$ cat src/rtl/cmp_consts.svh
// Offsets, field positions, reset values and timing counts of the comparator
`ifndef CMP_CONSTS_SVH
`define CMP_CONSTS_SVH
`define CMP_ADDR_W          4
`define CMP_CTRL_ADDR       4'h7
`define CMP_IRQ_STAT_ADDR   4'h8
`define CMP_IRQ_EN_ADDR     4'h9
`define CMP_IRQ_CLR_ADDR    4'ha
`define CMP_STATUS_ADDR     4'hb
`define CMP_CTRL_RESET      8'hff
`define CMP_BIT_RESULT      7
`define CMP_BIT_PIN_EN_N    6
`define CMP_BIT_POL         5
`define CMP_BIT_TCLK_N      4
`define CMP_BIT_POWER       3
`define CMP_BIT_NEG_SEL     2
`define CMP_BIT_POS_SEL     1
`define CMP_BIT_WAKE_EN_N   0
`define CMP_IRQ_WAKE        0
`define CMP_IRQ_EDGE        1
`define CMP_SETTLE_NS       10000
`define CMP_CLK_NS          25
`define CMP_SETTLE_CYC      ((`CMP_SETTLE_NS + `CMP_CLK_NS - 1) / `CMP_CLK_NS)
`endif

$ cat src/rtl/cmp_pkg.sv
// Types shared by the comparator control block
package cmp_pkg;
   typedef struct packed
   {
      logic       pin_a_dir_in;
      logic       pin_b_dir_in;
      logic       pin_c_dir_in;
   } port_dir_t;

   typedef struct packed
   {
      logic       pin_a_analog;
      logic       pin_b_analog;
      logic       pin_c_result;
      logic       pin_c_oe;
      logic       pin_c_out;
   } steer_t;

   typedef enum logic [1:0]
   {
      tclk_instr,
      tclk_ext_pin,
      tclk_result
   } tclk_src_t;
endpackage

$ cat src/rtl/cmp_settle_timer.sv
// Settling counter restarted on every comparator mode change
`timescale 1ns/1ps
`include "cmp_consts.svh"
module cmp_settle_timer
#(
   parameter int unsigned CYCLES = `CMP_SETTLE_CYC
)
(
   input  wire logic clock,
   input  wire logic reset,
   input  wire logic restart,
   output logic      busy
);
   localparam int W = $clog2(CYCLES + 1);
   logic [W-1:0] count_ff;

   always_ff @(posedge clock)
   begin
      if (reset)
      begin
         count_ff <= W'(CYCLES);
      end
      else if (restart)
      begin
         count_ff <= W'(CYCLES);
      end
      else if (count_ff != '0)
      begin
         count_ff <= count_ff - W'(1);
      end
   end

   assign busy = (count_ff != '0);
endmodule

$ cat src/rtl/comparator_control.sv
// Comparator control register, pin steering, timer source and wake logic
// Overview of operation
// - One 8-bit control register at address 07h governs the comparator.
// - Pins a and b are port pins or comparator inputs.
// - Comparator result may drive pin c, replacing its port function.
// - Steering depends on control, option and port direction registers.
// - Polarity bit can invert the result for pin and internal users.
// - Timer clock: instruction, external pin, or comparator result.
// - With the polarity bit set, result is high when positive input exceeds negative input.
// - Wake flag sets when enabled, latched, asleep and result changed.
// - Reset loads all ones; comparator held powered down during reset.
//
// The plain strobed port is this design's own decision.
`timescale 1ns/1ps
`include "cmp_consts.svh"
module comparator_control
#(
   parameter int unsigned SETTLE_CYCLES = `CMP_SETTLE_CYC
)
(
   input  wire logic                     clock,
   input  wire logic                     reset,
   input  wire logic [`CMP_ADDR_W-1:0]   addr,
   input  wire logic [7:0]               wdata,
   input  wire logic                     wr,
   input  wire logic                     rd,
   output logic      [7:0]               rdata,
   output logic                          irq,
   input  wire logic                     analog_above,
   input  wire logic                     external_timer_clock_pin,
   input  wire logic                     instr_cycle,
   input  wire logic                     timer_source_select,
   input  wire cmp_pkg::port_dir_t       port_direction,
   input  wire logic                     asleep,
   input  wire logic                     wake_flag_clear,
   output logic                          compare_wake_flag,
   output logic                          comparator_power_on,
   output logic                          negative_input_select,
   output logic                          positive_input_select,
   output cmp_pkg::steer_t               steer,
   output cmp_pkg::tclk_src_t            timer_src,
   output logic                          timer_clock,
   output logic                          settling
);
   logic [6:0]  ctrl_ff;
   logic        above_s1_ff;
   logic        above_s2_ff;
   logic        tck_s1_ff;
   logic        tck_s2_ff;
   logic        latched_ff;
   logic        latch_valid_ff;
   logic        wake_ff;
   logic [1:0]  stat_ff;
   logic [1:0]  en_ff;
   logic        prev_res_ff;
   logic [7:0]  rdata_ff;
   logic        result;
   logic        ctrl_wr;
   logic        ctrl_rd;
   logic        clr_wr;
   logic        wake_set;
   logic        res_edge;
   logic [7:0]  ctrl_view;

   function automatic logic bit_of(input logic [6:0] r, input int idx);
      return r[idx];
   endfunction

   // Analog comparator output arrives asynchronously
   always_ff @(posedge clock)
   begin
      above_s1_ff <= analog_above;
      above_s2_ff <= above_s1_ff;
      tck_s1_ff   <= external_timer_clock_pin;
      tck_s2_ff   <= tck_s1_ff;
   end

   assign ctrl_wr = wr && addr == `CMP_CTRL_ADDR;
   assign ctrl_rd = rd && addr == `CMP_CTRL_ADDR;
   assign clr_wr  = wr && addr == `CMP_IRQ_CLR_ADDR;

   // Powered-down comparator reads low rather than a floating level
   assign result = comparator_power_on
                 & (above_s2_ff ^ ~bit_of(ctrl_ff, `CMP_BIT_POL));

   always_ff @(posedge clock)
   begin
      if (reset)
      begin
         ctrl_ff <= 7'(`CMP_CTRL_RESET);
      end
      else if (ctrl_wr)
      begin
         ctrl_ff <= wdata[6:0];
      end
   end

   // Held off throughout reset even though the reset value sets the bit
   assign comparator_power_on   = ~reset
                                & bit_of(ctrl_ff, `CMP_BIT_POWER);
   assign negative_input_select = bit_of(ctrl_ff, `CMP_BIT_NEG_SEL);
   assign positive_input_select = bit_of(ctrl_ff, `CMP_BIT_POS_SEL);

   // Pin steering from control, option and direction
   always_comb
   begin
      steer.pin_a_analog = comparator_power_on;
      steer.pin_b_analog = comparator_power_on
                         & bit_of(ctrl_ff, `CMP_BIT_NEG_SEL);
      steer.pin_c_result = comparator_power_on
                         & ~bit_of(ctrl_ff, `CMP_BIT_PIN_EN_N);
      // Result output overrides direction; else a set option bit owns it, a clear one leaves it to direction
      steer.pin_c_oe     = steer.pin_c_result
                         | (~timer_source_select
                            & ~port_direction.pin_c_dir_in);
      steer.pin_c_out    = result;
   end

   // Timer source mux
   always_comb
   begin
      if (!timer_source_select)
      begin
         timer_src   = cmp_pkg::tclk_instr;
         timer_clock = instr_cycle;
      end
      else if (bit_of(ctrl_ff, `CMP_BIT_TCLK_N)
               && bit_of(ctrl_ff, `CMP_BIT_PIN_EN_N))
      begin
         timer_src   = cmp_pkg::tclk_ext_pin;
         timer_clock = tck_s2_ff;
      end
      else
      begin
         timer_src   = cmp_pkg::tclk_result;
         timer_clock = result;
      end
   end

   // Reading the control register latches the result for wake compare
   always_ff @(posedge clock)
   begin
      if (reset)
      begin
         latched_ff     <= 1'b0;
         latch_valid_ff <= 1'b0;
      end
      else if (ctrl_rd)
      begin
         latched_ff     <= result;
         latch_valid_ff <= 1'b1;
      end
      else if (ctrl_wr)
      begin
         latch_valid_ff <= 1'b0;
      end
   end

   assign wake_set = ~bit_of(ctrl_ff, `CMP_BIT_WAKE_EN_N) && latch_valid_ff
                   && asleep && (result != latched_ff);

   always_ff @(posedge clock)
   begin
      if (reset)
      begin
         wake_ff <= 1'b0;
      end
      else if (wake_set)
      begin
         wake_ff <= 1'b1;
      end
      else if (wake_flag_clear)
      begin
         wake_ff <= 1'b0;
      end
   end

   assign compare_wake_flag = wake_ff;

   always_ff @(posedge clock)
   begin
      if (reset)
      begin
         prev_res_ff <= 1'b0;
      end
      else
      begin
         prev_res_ff <= result;
      end
   end

   assign res_edge = result ^ prev_res_ff;

   // Sticky status; a new event beats a clear in the same cycle
   always_ff @(posedge clock)
   begin
      if (reset)
      begin
         stat_ff <= 2'h0;
      end
      else
      begin
         stat_ff[`CMP_IRQ_WAKE] <= wake_set
            | (stat_ff[`CMP_IRQ_WAKE] & ~(clr_wr & wdata[`CMP_IRQ_WAKE]));
         stat_ff[`CMP_IRQ_EDGE] <= res_edge
            | (stat_ff[`CMP_IRQ_EDGE] & ~(clr_wr & wdata[`CMP_IRQ_EDGE]));
      end
   end

   always_ff @(posedge clock)
   begin
      if (reset)
      begin
         en_ff <= 2'h0;
      end
      else if (wr && addr == `CMP_IRQ_EN_ADDR)
      begin
         en_ff <= wdata[1:0];
      end
   end

   assign irq = |(stat_ff & en_ff);

   cmp_settle_timer
   #(
      .CYCLES (SETTLE_CYCLES)
   )
   u_settle
   (
      .clock   (clock),
      .reset   (reset),
      .restart (ctrl_wr && wdata[6:0] != ctrl_ff),
      .busy    (settling)
   );

   assign ctrl_view = {result, ctrl_ff};

   always_ff @(posedge clock)
   begin
      if (reset)
      begin
         rdata_ff <= 8'h00;
      end
      else if (rd)
      begin
         unique case (addr)
            `CMP_CTRL_ADDR:     rdata_ff <= ctrl_view;
            `CMP_IRQ_STAT_ADDR: rdata_ff <= {6'h00, stat_ff};
            `CMP_IRQ_EN_ADDR:   rdata_ff <= {6'h00, en_ff};
            `CMP_STATUS_ADDR:   rdata_ff <= {6'h00, settling, wake_ff};
            default:            rdata_ff <= 8'h00;
         endcase
      end
      else
      begin
         rdata_ff <= 8'h00;
      end
   end

   assign rdata = rdata_ff;
endmodule

$ cat config.mk
export PLATFORM = sky130hd
export DESIGN_NAME = comparator_control
export DESIGN_NICKNAME = d
export VERILOG_FILES = /design/src/rtl/cmp_pkg.sv /design/src/rtl/cmp_settle_timer.sv /design/src/rtl/comparator_control.sv
export VERILOG_INCLUDE_DIRS = /design/src /design/src/rtl
export SDC_FILE = /design/constraint.sdc
export NUM_CORES = 1
export LEC_CHECK = 0
export BUFFER_PORTS_ARGS = -buffer_cell sky130_fd_sc_hd__clkbuf_2
export CAP_MARGIN = 10
export CORE_MARGIN = 5
export CORE_UTILIZATION = 45
export DETAILED_ROUTE_END_ITERATION = 12
export GPL_TIMING_DRIVEN = 0
export PLACE_DENSITY = 0.71
export SETUP_SLACK_MARGIN = 0.15
export SLEW_MARGIN = 30
export SYNTH_ARGS = -nofsm -noshare
export SYNTH_HDL_FRONTEND = slang
export SYNTH_SLANG_ARGS = --single-unit
$ cat constraint.sdc
create_clock -name clock -period 3.65 [get_ports clock]
set_clock_uncertainty 0.2 [all_clocks]
set_input_delay 0.5475 -clock clock [delete_from_list [all_inputs] [get_ports clock]]
set_output_delay 0.5475 -clock clock [all_outputs]
set_load 0.02 [all_outputs]
==> metrics <==
first-pass iteration count of the detailed router 4; hold buffer count at cts 0; die height roughly 70 um; total wire length about 3300 um; dominant combinational cell family by area after synthesis simple AND/OR/NAND/NOR gates; reg2reg path depth 6; # Post-CTS Setup Buffers 0; sequence of cells on the critical path clkbuf_2, buf_2, nand2b_1, nor2_2, mux2i_1, a21oi_1, clkbuf_2; largest net degree at the start of global routing 11; async set or reset register ratio after synthesis 0; Sinks on Clock Net 36; final estimated routing congestion in global placement approximately 0.85; num ports 47; startpoint of the worst register-to-register path u_settle.count_ff[0]; synthesized net count approximately 200; crit end category primary output; Power Dens Cells 404 mW/mm2; final standard cell count with taps included and fillers excluded 269; post-synthesis cell type count 51; proportion of synthesized area in mux cells 0.0315; Setup TNS 0 ns; area of the die about 0.005 mm2; leading cell types by total area after synthesis sky130_fd_sc_hd__dfxtp_1 44%, sky130_fd_sc_hd__nand3_1 5.5%, sky130_fd_sc_hd__xor2_1 4.3%; vias in the first global route around 1200; total count of hold-check failures in the final report 0; initial antenna violation count 0; post-synthesis area per instance around 9.3 um2; final clock period utilization by the worst path 0.701; adder and majority gate portion of the synthesized area 0.00768; Critical Path RT 2.90 ns; source of the worst hold timing path analog_above; unrepaired setup endpoints after global routing no; overall via count from detail_route 1363; Post-Place Cells between 200 and 300; drc violations 0; grt ovf 0; status finished, final reports clean; wire length of the first global-routing pass around 5600 um; worst rel slew slack 0.667; max-cap viol count 0; minimum setup slack after placement between 1 and 1.5 ns; largest area contributor in the netlist sky130_fd_sc_hd__dfxtp_1; cell with the most instances after synthesis sky130_fd_sc_hd__dfxtp_1; cell area after placement 0.00189 mm2; share of layout cells above drive strength 1 0.300; maximum clock path buffer count 2; average wire per standard cell ~12 um; global routing usage summed across all routing layers 0.144; Detailed Place HPWL between 2000 and 3000 um; synthesized cell area approximately 0.0016 mm2; cell type group with the largest total delay on the critical path simple AND/OR/NAND/NOR gates; post-synthesis simple-gate area fraction 0.279; worst skew pair latency 0.35 ns; number of pins exceeding their max-slew limit in the final report 0; layout overhead on the synthesized area 20.1%; time the worst path needs with I/O delays and setup 2.56 ns; # diodes 0; XOR/XNOR Fraction of Synth Area 0.0645; number of buffers created by CTS 5; CTS H-tree lvls 2; cell with the biggest individual delay on the critical path sky130_fd_sc_hd__nor2_2; min-delay worst type in2reg; top fanout value on the critical path 10; Crit path buffers/inverters 3; area of all placed cells without fillers a little under 0.002 mm2; core footprint 0.00342 mm2; Worst-path clk slew roughly 0.10 ns; Worst Hold Margin around 0.093 ns; Final Power a little under 0.8 mW; crit path DAT roughly 1.8 ns; maximum operating frequency just under 0.4 GHz; pin slew with the least headroom to its limit 0.499 ns; CP Class in2out; leak pwr between 0.8 and 0.9 nW; instance count along the most critical hold path 1; 1st-iter DRT viols 73; IR Drop Worst-Case VDD between 200 and 250 uV; final setup vio count 0; number of vias per cell after detailed routing about 5.1; list of most frequent post-synthesis cells 36 x sky130_fd_sc_hd__dfxtp_1, 18 x sky130_fd_sc_hd__nand3_1, 14 x sky130_fd_sc_hd__nor2_1, 13 x sky130_fd_sc_hd__nand2_1; die span in x roughly 70 um; compound-cell area share of the yosys netlist 0.131; FP Rows 21; cell with the most instances on the worst path sky130_fd_sc_hd__clkbuf_2; count of warnings emitted by yosys 0; starting utilization of the core area 0.477; nets roughly 250; CTS tree built; capture endpoint of the worst hold path above_s1_ff; main flop type after synthesis sky130_fd_sc_hd__dfxtp_1; Port-buffer cells 41; endpoint of the most critical register-to-register path u_settle.count_ff[6]; delay of the slowest cell on the worst path 0.29 ns; R2R Setup Slk approximately 1.8 ns; Post-synth EDFFs 0; number of cells upsized or downsized after cts 0; Post-Route Utilization 0.573; synthesis-stage register bit count 36; cell at the root of the clock tree sky130_fd_sc_hd__clkbuf_4; ANT nets after route 0; Seq/Total Area, Yosys 0.442; area fraction of the dominant cell type after synthesis 0.442; Cells after Synth around 180; type of element launching the critical path input pin; final critical-path setup slack about 1.1 ns
[state kept, by name, indices dropped and copies added (netlist names), 2 cells and up]
signal and cells:
ctrl_ff 7, en_ff 2, rdata 8, stat_ff 2, u_settle.count_ff 9
[where the power goes]
group	switching (mW)	internal [mW]
Clock	0.129	0.109
Sequential	0.0206	0.412
Combinational	0.0631	0.0572
Total	0.212	0.578
[worst max-delay path by stage]
stage | startpoint | to | slack [ns] | cells after the start
after floorplan | reset | timer_clock | 1.28 | 5
after detailed placement | reset | timer_clock | 1.07 | 7
after global placement | reset | timer_clock | 1.07 | 7
after global routing | reset | timer_clock | 0.99 | 7
after CTS | reset | timer_clock | 1.07 | 7
final | reset | timer_clock | 1.09 | 7
[area by class of cell]
cell class                      count  area, um2
Tap cell                           46       57.6
Multi-Input combinational cell    126        836
Clock buffer                        7       65.1
Inverter                            7       26.3
Buffer                              6       46.3
Timing Repair Buffer               41        205
Fill cell                         326       1460
Sequential cell                    36        721
[routing by layer]
layer  track usage  vias to the layer above  wire length, um  part of all wire
li1              -                      707                -                 -
met1         0.181                      617             1600              0.48
met2         0.214                       28             1490              0.45
met3        0.0473                       11              160             0.048
met4        0.0830                        0               96             0.029
met5             0                        -                0                 0
[kinds of logic after synthesis]
kind of cell,Yosys count
AOI/OAI and AO/OA,29
xor gates and xnor gates,12
adders and majority gates,1
buffers and inverters,13
DFF,36
muxes,5
and+or+nand+nor,79
[cell usage in the layout (no fill, tap or decap), types with 5 or more instances in the layout]
cell	instances
sky130_fd_sc_hd__nand3_1	18
sky130_fd_sc_hd__inv_1	6
sky130_fd_sc_hd__and2_1	6
sky130_fd_sc_hd__nor2_1	14
sky130_fd_sc_hd__dfxtp_1	36
sky130_fd_sc_hd__nand2_1	13
sky130_fd_sc_hd__clkbuf_2	41
sky130_fd_sc_hd__clkbuf_4	5
sky130_fd_sc_hd__a21oi_1	8
sky130_fd_sc_hd__xor2_1	8
No activity file was read; power rests on OpenSTA's default activity.
